==> src/rtl/tpo_pkg.sv <==
package tpo_pkg;

  // Register offsets (byte addresses on APB)
  localparam int            ADDR_W        = 8;
  localparam logic [7:0]    OFS_CH5_CLK   = 8'h00;
  localparam logic [7:0]    OFS_MODE_BASE = 8'h04;
  localparam logic [7:0]    OFS_OUT_EN    = 8'h18;
  localparam logic [7:0]    OFS_OCR1      = 8'h1C;
  localparam logic [7:0]    OFS_OCR2      = 8'h20;
  localparam logic [7:0]    OFS_LVL_BUF   = 8'h24;
  localparam logic [7:0]    OFS_DEAD      = 8'h28;
  localparam logic [7:0]    OFS_STATUS    = 8'h2C;
  localparam int            NUM_MODE      = 5;

  // Write masks and field positions
  localparam logic [7:0]    CH5_WMASK     = 8'h03;
  localparam logic [7:0]    MODE0_WMASK   = 8'h7F;
  localparam logic [7:0]    MODEN_WMASK   = 8'h3F;
  localparam logic [7:0]    OCR1_WMASK    = 8'h4F;
  localparam logic [7:0]    LVL_MASK      = 8'h3F;
  localparam int            BIT_BFE       = 6;
  localparam int            BIT_PERIOD_TOGGLE_ENABLE      = 6;
  localparam int            BIT_LOCK      = 3;
  localparam int            BIT_LEVEL_SELECT_SOURCE      = 2;
  localparam int            BIT_POS_PHASE_LEVEL      = 0;
  localparam int            BIT_BF_HI     = 7;
  localparam int            BIT_BF_LO     = 6;
  localparam int            BIT_OLS4D     = 5;
  localparam int            BIT_OLS3B     = 0;
  localparam logic [7:0]    RESET_BYTE    = 8'h00;

  // Prescale codes and divider terminal counts
  localparam logic [1:0]    PSC_DIV1      = 2'h0;
  localparam logic [1:0]    PSC_DIV1B     = 2'h1;
  localparam logic [1:0]    PSC_DIV16     = 2'h2;
  localparam logic [1:0]    PSC_DIV64     = 2'h3;
  localparam logic [5:0]    DIV16_LAST    = 6'h0F;
  localparam logic [5:0]    DIV64_LAST    = 6'h3F;

  // Operating mode field codes
  localparam logic [3:0]    MD_PWM1       = 4'h2;
  localparam logic [3:0]    MD_PWM2       = 4'h3;
  localparam logic [3:0]    MD_RSYNC      = 4'h8;
  localparam logic [3:0]    MD_COMP_MIN   = 4'hD;

  // Buffer-transfer codes
  localparam logic [1:0]    XFER_NONE     = 2'h0;
  localparam logic [1:0]    XFER_CREST    = 2'h1;
  localparam logic [1:0]    XFER_TROUGH   = 2'h2;
  localparam logic [1:0]    XFER_BOTH     = 2'h3;

  // Compare output pin indices
  localparam int            PIN_0A = 0;
  localparam int            PIN_0B = 1;
  localparam int            PIN_0C = 2;
  localparam int            PIN_0D = 3;
  localparam int            PIN_1A = 4;
  localparam int            PIN_1B = 5;
  localparam int            PIN_2A = 6;
  localparam int            PIN_2B = 7;
  localparam int            PIN_3A = 8;
  localparam int            PIN_3C = 9;
  localparam int            NUM_PIN = 10;

  typedef struct packed {
    logic       ch4_crest;
    logic       ch4_trough;
    logic       ch34_clear;
    logic       count_start;
    logic       ch4_down;
    logic       ch4_cmp_d;
    logic       ch3b_wave;
    logic [5:0] ch0_match;
    logic       ch0_ovf;
    logic [2:0] ch5_match;
  } tpo_evt_t;

  typedef struct packed {
    logic [NUM_PIN-1:0] pin;
    logic               ch3_pin_b;
    logic               ch4_pin_d;
    logic               sync_toggle;
  } tpo_pins_t;

endpackage

==> src/rtl/tpo_prescaler.sv <==
module tpo_prescaler
  import tpo_pkg::*;
(
  // Clock and reset
  input  wire logic       i_ref_clk,
  input  wire logic       i_reset,
  // Control
  input  wire logic [1:0] i_sel,
  // Count enable
  output logic            o_tick
);

  typedef struct packed {
    logic [5:0] cnt;
    logic       tick;
  } tpo_psc_state_t;

  tpo_psc_state_t q;
  tpo_psc_state_t d;

  always_comb
  begin
    d = q;
    d.cnt = q.cnt + 6'h01;
    case (i_sel)
      PSC_DIV16: d.tick = (q.cnt[3:0] == DIV16_LAST[3:0]);
      PSC_DIV64: d.tick = (q.cnt == DIV64_LAST);
      default:   d.tick = 1'b1;
    endcase
  end

  always_ff @(posedge i_ref_clk)
  begin
    if (i_reset)
      q <= '0;
    else
      q <= d;
  end

  assign o_tick = q.tick;

  undiv_tick_a: assert property (@(posedge i_ref_clk) disable iff (i_reset)
    (i_sel == PSC_DIV1) ##1 (i_sel == PSC_DIV1) |-> o_tick)
    else $error("undivided count clock missed a tick");

  div16_gap_a: assert property (@(posedge i_ref_clk) disable iff (i_reset)
    o_tick && (i_sel == PSC_DIV16) && $past(i_sel) == PSC_DIV16
    ##1 (i_sel == PSC_DIV16) [*8] |-> !o_tick)
    else $error("divide by 16 ticks too often");

endmodule

==> src/rtl/tpo_dead_time.sv <==
module tpo_dead_time
  import tpo_pkg::*;
(
  // Clock and reset
  input  wire logic       i_ref_clk,
  input  wire logic       i_reset,
  // Count start and programmed delay
  input  wire logic       i_start,
  input  wire logic [7:0] i_dead,
  // Dead time elapsed
  output logic            o_elapsed
);

  typedef struct packed {
    logic [7:0] cnt;
    logic       run;
    logic       done;
  } tpo_dt_state_t;

  tpo_dt_state_t q;
  tpo_dt_state_t d;

  always_comb
  begin
    d = q;
    if (i_start)
    begin
      d.cnt  = '0;
      d.run  = 1'b1;
      d.done = 1'b0;
    end
    else if (q.run)
    begin
      if (q.cnt >= i_dead)
      begin
        d.run  = 1'b0;
        d.done = 1'b1;
      end
      else
        d.cnt = q.cnt + 8'h01;
    end
  end

  always_ff @(posedge i_ref_clk)
  begin
    if (i_reset)
      q <= '0;
    else
      q <= d;
  end

  assign o_elapsed = q.done;

  start_hold_a: assert property (@(posedge i_ref_clk) disable iff (i_reset)
    i_start |=> !o_elapsed)
    else $error("reverse phase left initial level at count start");

  elapse_late_a: assert property (@(posedge i_ref_clk) disable iff (i_reset)
    i_start && (i_dead == 8'h02) ##1 !i_start [*3] |-> !o_elapsed)
    else $error("dead time elapsed too early");

endmodule

==> src/rtl/tpo_output_ctrl.sv <==
// Behaviour
// Channel 5 prescale code 00 undivided, 10 divide by 16, 11 by 64.
// Channel 5 clock register bits 7..2 read zero, writes ignored.
// Five 8-bit read/write mode registers, channels 0..4, reset to zero.
// Software changes a mode register only while that counter is stopped.
// Channel 0 mode bit 6 makes F buffer E; F match still raised.
// Channels 1..4 mode bit 6 reserved, reads zero.
// Enable bit 0 gates channel 3 B pin; cleared holds inactive level.
// Inactive level from output control; outside PWM sync modes it is low.
// Output control one bit 6 enables PWM-period toggle output.
// Output control one bit 3 is set once, cleared only by reset.
// Output control one bits 7, 5, 4 reserved, read zero.
// Channel 3 B level select acts only when source bit is set.
// Transfer code 00 never copies the level buffer.
// Code 01 copies at crest (complementary) or counter clear (reset-sync).
// Code 10 copies at trough in complementary; none in reset-sync.
// Code 11 copies at crest and trough in complementary only.
// Output control two bit 5 inverts channel 4 D levels.
// Reverse phase holds initial level until dead time elapses.
// PWM mode 1 drives pins from A, C of channels 0, 3 and A of 1, 2.
// PWM mode 2 drives every channel 0..2 pin; channel 3 cannot use it.
// Channel 0 raises seven sources: A..D, E, F and overflow.
// Channel 5 raises three sources U, V, W; no overflow.
//
// Our own choices: the APB register port and the address map.
module tpo_output_ctrl
  import tpo_pkg::*;
(
  // Clock and reset
  input  wire logic               i_ref_clk,
  input  wire logic               i_reset,
  // APB slave
  input  wire logic               i_psel,
  input  wire logic               i_penable,
  input  wire logic               i_pwrite,
  input  wire logic [ADDR_W-1:0]  i_paddr,
  input  wire logic [31:0]        i_pwdata,
  output logic [31:0]             o_prdata,
  output logic                    o_pready,
  output logic                    o_pslverr,
  // Timer core events and waveforms
  input  wire tpo_evt_t           i_evt,
  input  wire logic [NUM_PIN-1:0] i_wave,
  // Output pins
  output tpo_pins_t               o_pins,
  // Channel 5 count enable
  output logic                    o_ch5_tick,
  // Interrupt sources and buffer transfer
  output logic [6:0]              o_ch0_irq_src,
  output logic [2:0]              o_ch5_irq_src,
  output logic                    o_ef_buffer_xfer
);

  typedef struct packed {
    logic [1:0]               ch5_psc;
    logic [NUM_MODE-1:0][7:0] mode;
    logic                     ch3b_output_enable;
    logic [7:0]               ocr1;
    logic [7:0]               ocr2;
    logic [7:0]               lvl_buf;
    logic [7:0]               dead;
    logic [31:0]              rdata;
    logic                     toggle;
    logic [6:0]               ch0_irq;
    logic [2:0]               ch5_irq;
    logic                     ef_xfer;
    tpo_pins_t                pins;
  } tpo_main_state_t;

  tpo_main_state_t q;
  tpo_main_state_t d;

  logic setup_rd;
  logic access_wr;
  logic xfer;
  logic ch3_comp;
  logic ch3_rsync;
  logic dt_elapsed;
  logic ch3b_inact;

  function automatic logic is_comp(input logic [7:0] m);
    is_comp = (m[3:0] >= MD_COMP_MIN);
  endfunction

  function automatic logic is_rsync(input logic [7:0] m);
    is_rsync = (m[3:0] == MD_RSYNC);
  endfunction

  function automatic logic addr_ok(input logic [ADDR_W-1:0] a);
    addr_ok = (a[1:0] == 2'h0) && (a <= OFS_STATUS);
  endfunction

  // Pin enable for one compare register, per mode of its channel
  function automatic logic pin_on(input logic [7:0] m, input int idx);
    logic p1;
    logic p2;
    p1 = (m[3:0] == MD_PWM1);
    p2 = (m[3:0] == MD_PWM2);
    case (idx)
      PIN_0A, PIN_0C, PIN_1A, PIN_2A: pin_on = p1 || p2;
      PIN_0B, PIN_0D, PIN_1B, PIN_2B: pin_on = p2;
      PIN_3A, PIN_3C:                 pin_on = p1;
      default:                        pin_on = 1'b0;
    endcase
  endfunction

  function automatic logic [7:0] mode_of(input int idx);
    case (idx)
      PIN_0A, PIN_0B, PIN_0C, PIN_0D: mode_of = 8'h00;
      PIN_1A, PIN_1B:                 mode_of = 8'h01;
      PIN_2A, PIN_2B:                 mode_of = 8'h02;
      default:                        mode_of = 8'h03;
    endcase
  endfunction

  tpo_prescaler u_prescaler (
    .i_ref_clk (i_ref_clk),
    .i_reset   (i_reset),
    .i_sel     (q.ch5_psc),
    .o_tick    (o_ch5_tick)
  );

  tpo_dead_time u_dead_time (
    .i_ref_clk (i_ref_clk),
    .i_reset   (i_reset),
    .i_start   (i_evt.count_start),
    .i_dead    (q.dead),
    .o_elapsed (dt_elapsed)
  );

  assign setup_rd  = i_psel && !i_penable && !i_pwrite;
  assign access_wr = i_psel && i_penable && i_pwrite && addr_ok(i_paddr);
  assign ch3_comp  = is_comp(q.mode[3]);
  assign ch3_rsync = is_rsync(q.mode[3]);

  // Level buffer transfer condition
  always_comb
  begin
    xfer = 1'b0;
    if (ch3_comp)
    begin
      case ({q.ocr2[BIT_BF_HI], q.ocr2[BIT_BF_LO]})
        XFER_CREST:  xfer = i_evt.ch4_crest;
        XFER_TROUGH: xfer = i_evt.ch4_trough;
        XFER_BOTH:   xfer = i_evt.ch4_crest || i_evt.ch4_trough;
        default:     xfer = 1'b0;
      endcase
    end
    else if (ch3_rsync)
      xfer = ({q.ocr2[BIT_BF_HI], q.ocr2[BIT_BF_LO]} == XFER_CREST)
             && i_evt.ch34_clear;
  end

  // Channel 3 B inactive level
  always_comb
  begin
    if (ch3_comp || ch3_rsync)
      ch3b_inact = q.ocr1[BIT_LEVEL_SELECT_SOURCE] ? q.ocr2[BIT_OLS3B]
                                    : q.ocr1[BIT_POS_PHASE_LEVEL];
    else
      ch3b_inact = 1'b0;
  end

  always_comb
  begin
    d = q;
    d.rdata = q.rdata;
    if (setup_rd)
    begin
      d.rdata = '0;
      if (i_paddr == OFS_CH5_CLK)
        d.rdata[1:0] = q.ch5_psc;
      else if (i_paddr == OFS_OUT_EN)
        d.rdata[0] = q.ch3b_output_enable;
      else if (i_paddr == OFS_OCR1)
        d.rdata[7:0] = q.ocr1;
      else if (i_paddr == OFS_OCR2)
        d.rdata[7:0] = q.ocr2;
      else if (i_paddr == OFS_LVL_BUF)
        d.rdata[7:0] = q.lvl_buf;
      else if (i_paddr == OFS_DEAD)
        d.rdata[7:0] = q.dead;
      else if (i_paddr == OFS_STATUS)
        d.rdata[1:0] = {dt_elapsed, q.toggle};
      for (int i = 0; i < NUM_MODE; i++)
        if (i_paddr == OFS_MODE_BASE + 8'(i * 4))
          d.rdata[7:0] = q.mode[i];
    end

    if (access_wr)
    begin
      if (i_paddr == OFS_CH5_CLK)
        d.ch5_psc = i_pwdata[1:0] & CH5_WMASK[1:0];
      else if (i_paddr == OFS_OUT_EN)
        d.ch3b_output_enable = i_pwdata[0];
      else if (i_paddr == OFS_OCR1)
        d.ocr1 = (i_pwdata[7:0] & OCR1_WMASK)
                 | (q.ocr1 & (8'h01 << BIT_LOCK));
      else if (i_paddr == OFS_OCR2)
        d.ocr2 = i_pwdata[7:0];
      else if (i_paddr == OFS_LVL_BUF)
        d.lvl_buf = i_pwdata[7:0] & LVL_MASK;
      else if (i_paddr == OFS_DEAD)
        d.dead = i_pwdata[7:0];
      for (int i = 0; i < NUM_MODE; i++)
        if (i_paddr == OFS_MODE_BASE + 8'(i * 4))
          d.mode[i] = i_pwdata[7:0]
                      & ((i == 0) ? MODE0_WMASK : MODEN_WMASK);
    end

    // Hardware transfer wins the level bits over a same-cycle write
    if (xfer)
      d.ocr2 = (d.ocr2 & ~LVL_MASK) | (q.lvl_buf & LVL_MASK);

    // Toggle at each PWM period boundary
    if (q.ocr1[BIT_PERIOD_TOGGLE_ENABLE] && ((ch3_comp && i_evt.ch4_crest)
        || (ch3_rsync && i_evt.ch34_clear)))
      d.toggle = !q.toggle;
    else if (!q.ocr1[BIT_PERIOD_TOGGLE_ENABLE])
      d.toggle = 1'b0;

    d.ch0_irq = {i_evt.ch0_ovf, i_evt.ch0_match};
    d.ch5_irq = i_evt.ch5_match;
    d.ef_xfer = q.mode[0][BIT_BFE] && i_evt.ch0_match[4];

    for (int p = 0; p < NUM_PIN; p++)
      d.pins.pin[p] = pin_on(q.mode[mode_of(p)], p) && i_wave[p];

    d.pins.ch3_pin_b = q.ch3b_output_enable ? i_evt.ch3b_wave : ch3b_inact;
    d.pins.sync_toggle = q.toggle;

    // Channel 4 D: compare output follows count direction
    if (i_evt.count_start)
      d.pins.ch4_pin_d = !q.ocr2[BIT_OLS4D];
    else if (!dt_elapsed)
      d.pins.ch4_pin_d = !q.ocr2[BIT_OLS4D];
    else if (i_evt.ch4_cmp_d)
      d.pins.ch4_pin_d = i_evt.ch4_down ? q.ocr2[BIT_OLS4D]
                                        : !q.ocr2[BIT_OLS4D];
  end

  always_ff @(posedge i_ref_clk)
  begin
    if (i_reset)
    begin
      q              <= '0;
      q.ocr1         <= RESET_BYTE;
      q.ocr2         <= RESET_BYTE;
      q.pins.ch4_pin_d <= 1'b1;
    end
    else
      q <= d;
  end

  assign o_prdata         = q.rdata;
  assign o_pready         = 1'b1;
  assign o_pslverr        = i_psel && i_penable && !addr_ok(i_paddr);
  assign o_pins           = q.pins;
  assign o_ch0_irq_src    = q.ch0_irq;
  assign o_ch5_irq_src    = q.ch5_irq;
  assign o_ef_buffer_xfer = q.ef_xfer;

  ch5_resv_a: assert property (@(posedge i_ref_clk) disable iff (i_reset)
    setup_rd && i_paddr == OFS_CH5_CLK |=> o_prdata[31:2] == '0)
    else $error("channel 5 reserved bits read nonzero");

  mode_resv_a: assert property (@(posedge i_ref_clk) disable iff (i_reset)
    setup_rd && i_paddr == OFS_MODE_BASE + 8'h04 |=> o_prdata[7:6] == 2'h0)
    else $error("channel 1 mode reserved bits read nonzero");

  lock_sticky_a: assert property (@(posedge i_ref_clk) disable iff (i_reset)
    q.ocr1[BIT_LOCK] |=> q.ocr1[BIT_LOCK])
    else $error("write-once lock bit cleared");

  ocr1_resv_a: assert property (@(posedge i_ref_clk) disable iff (i_reset)
    access_wr && i_paddr == OFS_OCR1 |=> (q.ocr1 & 8'hB0) == 8'h00)
    else $error("output control one reserved bits set");

  no_xfer_a: assert property (@(posedge i_ref_clk) disable iff (i_reset)
    q.ocr2[7:6] == XFER_NONE && !access_wr |=> $stable(q.ocr2))
    else $error("level buffer copied with transfer disabled");

  crest_copy_a: assert property (@(posedge i_ref_clk) disable iff (i_reset)
    ch3_comp && q.ocr2[7:6] == XFER_CREST && i_evt.ch4_crest
    |=> q.ocr2[5:0] == $past(q.lvl_buf[5:0]))
    else $error("crest transfer did not copy level buffer");

  rsync_trough_a: assert property (@(posedge i_ref_clk) disable iff (i_reset)
    ch3_rsync && q.ocr2[7:6] == XFER_TROUGH |-> !xfer)
    else $error("prohibited code transferred in reset-sync mode");

  pin_disable_a: assert property (@(posedge i_ref_clk) disable iff (i_reset)
    !q.ch3b_output_enable && !ch3_comp && !ch3_rsync ##1 !q.ch3b_output_enable |-> !o_pins.ch3_pin_b)
    else $error("disabled channel 3 B pin not low");

  ch3_mode2_a: assert property (@(posedge i_ref_clk) disable iff (i_reset)
    q.mode[3][3:0] == MD_PWM2 |=> !o_pins.pin[PIN_3A] && !o_pins.pin[PIN_3C])
    else $error("channel 3 pin driven in mode 2");

  mode1_b_a: assert property (@(posedge i_ref_clk) disable iff (i_reset)
    q.mode[0][3:0] == MD_PWM1 |=> !o_pins.pin[PIN_0B] && !o_pins.pin[PIN_0D])
    else $error("channel 0 B or D pin driven in mode 1");

  ef_buffer_a: assert property (@(posedge i_ref_clk) disable iff (i_reset)
    q.mode[0][BIT_BFE] && i_evt.ch0_match[5]
    |=> o_ch0_irq_src[5])
    else $error("F compare match lost in buffer mode");

  dead_hold_a: assert property (@(posedge i_ref_clk) disable iff (i_reset)
    !dt_elapsed && !i_evt.count_start
    |=> o_pins.ch4_pin_d == !$past(q.ocr2[BIT_OLS4D]))
    else $error("reverse phase left initial level in dead time");

endmodule

==> config.mk <==
export PLATFORM = sky130hd
export DESIGN_NAME = tpo_output_ctrl
export DESIGN_NICKNAME = d
export VERILOG_FILES = /design/src/rtl/tpo_pkg.sv /design/src/rtl/tpo_prescaler.sv /design/src/rtl/tpo_dead_time.sv /design/src/rtl/tpo_output_ctrl.sv
export SDC_FILE = /design/constraint.sdc
export NUM_CORES = 1
export LEC_CHECK = 0
export ABC_AREA = 1
export BUFFER_PORTS_ARGS = -buffer_cell sky130_fd_sc_hd__buf_2
export CAP_MARGIN = 10
export CORE_ASPECT_RATIO = 1.4
export CORE_MARGIN = 2
export CORE_UTILIZATION = 48
export CTS_CLUSTER_SIZE = 8
export DETAILED_ROUTE_END_ITERATION = 16
export GPL_TIMING_DRIVEN = 0
export PLACE_DENSITY_LB_ADDON = 0.05
export SKIP_LAST_GASP = 1
export SYNTH_ARGS = -nofsm -noshare
export SYNTH_HDL_FRONTEND = slang
export SYNTH_SLANG_ARGS = --single-unit
==> constraint.sdc <==
create_clock -name i_ref_clk -period 1.7 [get_ports i_ref_clk]
set_clock_uncertainty 0.15 [all_clocks]
set_input_delay 0.085 -clock i_ref_clk [delete_from_list [all_inputs] [get_ports i_ref_clk]]
set_output_delay 0.085 -clock i_ref_clk [all_outputs]
set_load 0.005 [all_outputs]
==> metrics, run 1 <==
row count=45; Yosys cell types=35; synth warn=0; DR DRC count=0; clk root buf=clkbuf_16; grt ovf=0; setup violators final=9; fin. max-slew vios=0; Vias=around 5400; DR vias/cell=5.11; status=finished, violations left; Max clock buf depth=2; Post-synth EDFFs=0; final cell count without fillers=approximately 1100; largest family of logic cells by synthesized area=simple AND/OR/NAND/NOR gates; first-pass GRT wire length=24500 um; WHS=-0.0150 ns; Starting DRT DRC Count=247; Layout area overhead=32.4%; CP Max Fanout=5; clock period minus worst slack=1.79 ns; area of the multi-input gates=2640 sq um; syn_area_per_cell=7.26 sq um; P per Cell Area=738 nW/um^2; Inst Count DP=985; Post-synth top flop=dfxtp_1; Worst Path Required=1.84 ns; GRT Util Overall=0.260; CTS tree=built; Critical Path, Cell by Cell=inv_2 -> ha_4 -> nand2_2 -> nor2_2 -> nand4_1 -> nand3_4 -> buf_6 -> buf_6 -> nand2_2 -> a21oi_2; CORE AREA=~11000 sq um; Netlist Area Pre-Place=5390 sq um; final WL=15700 um; Synth area leaders=dfxtp_1 41%, buf_4 7.8%, nand2_1 7.8%; Final Hold Fails=1; I/O pins=between 100 and 150; n_diodes=0; delay-heaviest family, CP=simple AND/OR/NAND/NOR gates; die area=12100 sq um; Max-cap violations=0; Synth Instances=743; drt pass-1 iters=5; worst setup margin=-0.0876 ns; Leak Pwr=3.03 nW; Rel. slew slack=0.501; type of destination of the critical path=register; WL/cell=14.9 um; ys async rst share=0; Worst path slowest cell=dfxtp_2; filler instances=roughly 1000; initial core utilization=0.494; layout cells sized above 1=0.294; GP Congestion=around 0.9; Hold WC Path Type=primary input to register; Sum Neg Setup Slack=-0.572 ns; clock sink count=around 110; Post-DRT Antenna Nets=0; Num CTS Buffers=9; worst path bufs/invs=3; H-tree depth=3; Worst EP arrival=~1.9 ns; peak supply drop=~550 uV; register area=2250 sq um; clock latency on the worst-skew pair=0.36 ns; Seq/Total Area, Yosys=0.412; synthesis-stage register bit count=about 110; worst slew pin tran=0.749 ns; Clk pin slew, worst setup/hold paths=0.07 ns; mux cell area share after synthesis=0.00186; initial antenna violation count=0; fmax=0.559 GHz; DP HPWL=between 10000 and 15000 um; Die W=between 90 and 100 um; Startpoint Class=register; violated checks=hold timing, setup timing; Yosys top cell area share=0.412; largest net degree at the start of global routing=20; post-synthesis compound-gate area fraction=0.167; crit path kind=register to register; Final nets=988; RSZ-0062 raised after global routing=yes; adder-cell area share of the yosys netlist=0.0232; vias in the first global route=5198; xor/xnor share of the synthesized area=0.00812; period utilization=1.05; die height=129 um; CP max stage delay=0.32 ns; Synth Area in Simple Gates=0.224; Yosys top cell by area=dfxtp_1; port bufs=slightly below 80
metrics by stage:
stage	hold slack, ns	utilization	power, mW	instance area [sq um]	setup slack [ns]
finish	-0.0150	0.654	5.27	7140	-0.0876
global placement	0.135	0.561	3.06	6130	-0.269
global route	0.0702	0.654	5.44	7140	-0.164
CTS	0.0211	0.635	5.29	6940	-0.0598
detailed placement	0.142	0.561	3.07	6130	-0.272
floorplan	0.0420	-	2.92	5560	0.00481
flip-flops by register name, indices dropped and copies added (netlist names), 3 cells and up, named ones only:
signal	count
o_ch0_irq_src	7
o_ch5_irq_src	3
o_pins	13
o_prdata	8
q	59
u_dead_time.q	9
u_prescaler.q	6
per-layer routing:
metal  track usage  share of wire  vias to the layer above
met4         0.130          0.038                        0
li1              -              -                     2660
met2         0.496           0.54                      153
met3        0.0233          0.046                       42
met5             0              0                        -
met1         0.283           0.38                     2519
repair_timing:
| item | 4_1_cts | 5_1_grt |
|---|---|---|
| pin swaps | 15 | 17 |
| gates cloned | 1 | 1 |
| hold buffers | 33 | 0 |
| setup buffers | 10 | 7 |
| endpoints found under the hold margin | 43 | 0 |
| resized for setup | 34 | 42 |
| setup endpoints to repair | 15 | 23 |
worst register-to-register path, cell delays in order, from the launching register on:
cell and delay, ns:
dfxtp_2 0.32, inv_2 0.05, ha_4 0.27, nand2_2 0.05, nor2_2 0.12, nand4_1 0.20
nand3_4 0.14, buf_6 0.14, buf_6 0.11, nand2_2 0.05, a21oi_2 0.12
cells in the mapped netlist, drive strengths merged (2+ instances only):
cell,n
conb,2
buf,67
o21a,5
ha,10
xnor2,4
a211oi,8
nand4,12
dfxtp,111
a21oi,83
o22ai,2
nor2,87
inv,88
o221ai,3
nand3,44
nor3,8
clkbuf,14
o21ai,66
nand2,122
area by class of cell:
| cell class | instances | share of cell area |
|---|---|---|
| multi-input cells | 486 | 0.370 |
| flip-flops and latches | 111 | 0.315 |
| repair buffers | 129 | 0.122 |
| plain buffers | 81 | 0.0783 |
| inverters | 88 | 0.0473 |
| clock buffers | 9 | 0.0315 |
| well taps | 141 | 0.0247 |
| clock inverters | 7 | 0.0110 |
report_power, final:
part	switching, mW	internal (mW)
Clock	1.03	1.16
Combinational	0.233	0.207
Sequential	0.0135	2.62
final timing paths:
kind                            depth (start not counted)  slack (ns)                to  startpoint
worst max register to register                         10       -0.09  u_dead_time.q[7]       q[64]
worst max-delay path                                   10       -0.09  u_dead_time.q[7]       q[64]
worst min register to register                          2        0.30            q[126]      q[126]
worst min-delay path                                    5       -0.02         o_pins[1]   i_evt[12]
logic make-up (layout without fill, tap and decap cells):
group / after synthesis / after routing
buffers and inverters: 169 / 314
adder cells (fa/ha/maj): 10 / 10
AND/OR/NAND/NOR: 276 / 276
AO/OA/AOI/OAI: 169 / 169
other: 2 / 25
XOR/XNOR: 5 / 5
multiplexers: 1 / 1
flip-flops: 111 / 111
cells in the final DEF (no fill, tap or decap), types with 3 or more instances in the layout:
| cell | n |
|---|---|
| nand2_1 | 105 |
| o21a_1 | 5 |
| o221ai_1 | 3 |
| inv_1 | 75 |
| a211oi_2 | 5 |
| dfxtp_1 | 94 |
| a211oi_1 | 3 |
| nor2_1 | 74 |
| clkbuf_16 | 9 |
| inv_2 | 10 |
| nor3_1 | 6 |
| nor2_4 | 6 |
| ha_1 | 3 |
| a21oi_2 | 6 |
| xnor2_1 | 4 |
| buf_6 | 10 |
| conb_1 | 25 |
| nand3_1 | 41 |
| o21ai_1 | 11 |
| nand4_1 | 12 |
| clkbuf_1 | 14 |
| buf_4 | 70 |
| o21ai_0 | 54 |
| ha_4 | 7 |
| buf_2 | 84 |
| inv_4 | 3 |
| dlygate4sd3_1 | 32 |
| dfxtp_4 | 3 |
| nand2_2 | 15 |
| nor2_2 | 7 |
| dfxtp_2 | 14 |
| a21oi_1 | 76 |
(Power assumes the default switching activity.)
==> run 2, diff against run 1 <==
--- a/config.mk
+++ b/config.mk
@@ -6,13 +6,13 @@
 export NUM_CORES = 1
 export LEC_CHECK = 0
 export ABC_AREA = 1
-export BUFFER_PORTS_ARGS = -buffer_cell sky130_fd_sc_hd__buf_2
 export CAP_MARGIN = 10
 export CORE_ASPECT_RATIO = 1.4
 export CORE_MARGIN = 2
-export CORE_UTILIZATION = 48
+export CORE_UTILIZATION = 57
 export CTS_CLUSTER_SIZE = 8
 export DETAILED_ROUTE_END_ITERATION = 16
+export DONT_BUFFER_PORTS = 1
 export GPL_TIMING_DRIVEN = 0
 export PLACE_DENSITY_LB_ADDON = 0.05
 export SKIP_LAST_GASP = 1
==> run 2 against run 1 <==
  * The run ends with setup timing left
  * Utilization grew 6.7 points
  * Critical path depth unchanged
  * Setup slack got worse by 0.0045 ns
  * Highest routed layer unchanged
==> metrics, run 2 (same netlist as run 1, synthesis figures left out) <==
WP depth=10; violated checks=setup timing; Cell Area, Placed=5700 sq um; Worst Path Required=1.84 ns; Worst EP arrival=1.93 ns; setup violators final=10; row count=42; type of destination of the critical path=register; r2r startpoint=q[62]; Die W=86.2 um; WL/cell=~17 um; Max-cap violations=0; Int Power=just under 4 mW; DR DRC count=0; Reg2Reg Setup Slack=-0.09 ns; hold depth=2; Psw=1.23 mW; first-pass GRT wire length=23100 um; fin. max-slew vios=0; worst slew pin tran=0.795 ns; n_diodes=0; fmax=approximately 0.56 GHz; layout cells sized above 1=0.227; clock latency on the worst-skew pair=0.35 ns; port bufs=0; clock sink count=about 110; Num CTS Buffers=9; Rel. slew slack=0.466; P per Cell Area=767 nW/um^2; Final nets=just over 900; GRT Util Overall=0.292; max reg flops=just under 60; clk root buf=clkbuf_16; CTS tree=built; CP max stage delay=0.33 ns; Final Hold Fails=0; Worst Hold End=d[0]; peak supply drop=574 uV; status=finished, violations left; power consumption=5.17 mW; Sum Neg Setup Slack=-0.453 ns; Placement Setup Slack=-0.247 ns; GP Congestion=0.912; Gate power share=0.072; R2R depth=10; crit path kind=register to register; largest net degree at the start of global routing=20; Worst path slowest cell=dfxtp_2; Largest Register=q; delay-heaviest family, CP=simple AND/OR/NAND/NOR gates; switching share of total power=0.238; most frequent cells in the layout=109 x nand2_1, 93 x dfxtp_1, 75 x inv_1, 75 x nor2_1, 73 x a21oi_1; CP Max Fanout=7; Starting DRT DRC Count=313; Flop pwr share=0.508; Post-DRT Antenna Nets=0; Reg-to-Reg End=u_dead_time.q[6]; Vias=between 5000 and 6000; vias in the first global route=approximately 4800; grt ovf=0; H-tree depth=3; Clock Power Share=0.420; Layout area overhead=25.1%; Leak Pwr=about 2.7 nW; Max clock buf depth=2; initial antenna violation count=0; RSZ-0062 raised after global routing=yes; I/O pins=131; Startpoint Class=register; filler instances=between 700 and 800; final WL=15700 um; drt pass-1 iters=5; Critical Path, Cell by Cell=inv_2 -> ha_4 -> nand2_2 -> nor2_4 -> nand4_1 -> nand3_2 -> buf_6 -> buf_6 -> nand2_2 -> a21oi_2; worst path bufs/invs=3; clock period minus worst slack=1.79 ns; leading cell type in the layout, fill and taps excluded=nand2_1; period utilization=1.05; Hold WC Path Type=primary input to register; Hold Startpoint=i_reset; Design Area, Final=6740 sq um; DR vias/cell=5.48; die area=10300 sq um; DP HPWL=10800 um; CORE AREA=9350 sq um; die height=119 um; Clk pin slew, worst setup/hold paths=0.08 ns; initial core utilization=0.577; worst setup margin=-0.0921 ns
[run 2: changes by cell type in the layout (fill, tap and decap cells not counted), sizes merged]
| cell | previous run | this run |
|---|---|---|
| clkinvlp | 2 | 0 |
| clkinv | 1 | 3 |
| buf | 164 | 87 |
| dlygate4sd3 | 32 | 34 |
[run 2: worst max path at each step]
stage,endpoint,slack [ns],startpoint
2_1_floorplan,u_dead_time.q[9],0.005,q[59]
3_3_place_gp,q[73],-0.26,q[116]
3_5_place_dp,q[73],-0.25,q[116]
4_1_cts,u_dead_time.q[7],-0.05,q[64]
5_1_grt,u_dead_time.q[6],-0.17,q[62]
6_report,u_dead_time.q[6],-0.09,q[62]
[run 2: routing by layer]
layer	wire length [um]	vias to the layer above	GRT usage
li1	-	2511	-
met4	635	0	0.144
met5	0	-	0
met3	726	50	0.0506
met2	8350	181	0.533
met1	6010	2442	0.317
[run 2: metrics by stage]
| step | hold WS (ns) | instances | utilization |
|---|---|---|---|
| global placement | 0.0431 | 876 | 0.609 |
| finish | 0.0202 | 946 | 0.721 |
| detailed placement | 0.0453 | 876 | 0.609 |
| CTS | 0.00239 | 939 | 0.699 |
| global route | 0.0548 | 946 | 0.721 |
| floorplan | 0.0420 | 766 | - |
[run 2: layout make-up]
type | instances | area, sq um | area share
Sequential cell | 111 | 2260 | 0.335
Timing Repair Buffer | 54 | 509 | 0.0755
Tap cell | 110 | 138 | 0.0204
Inverter | 88 | 338 | 0.0501
Clock buffer | 9 | 225 | 0.0334
Buffer | 81 | 561 | 0.0831
Multi-Input combinational cell | 486 | 2640 | 0.391
Clock inverter | 7 | 77.6 | 0.0115
[run 2: power by group through the flow]
stage | logic, mW | registers (mW) | clock network [mW]
3_5_place_dp | 0.283 | 2.70 | 0
6_report | 0.373 | 2.63 | 2.17
5_1_grt | 0.403 | 2.63 | 2.30
4_1_cts | 0.359 | 2.63 | 2.18
2_1_floorplan | 0.222 | 2.70 | 0
3_3_place_gp | 0.276 | 2.70 | 0
[run 2: timing repair]
item | CTS | global route
cloned | 0 | 1
pin swaps | 12 | 20
hold buffers | 34 | 0
resized for setup | 29 | 48
hold endpoints to repair | 69 | 0
setup endpoints to repair | 15 | 17
buffers inserted | 13 | 6
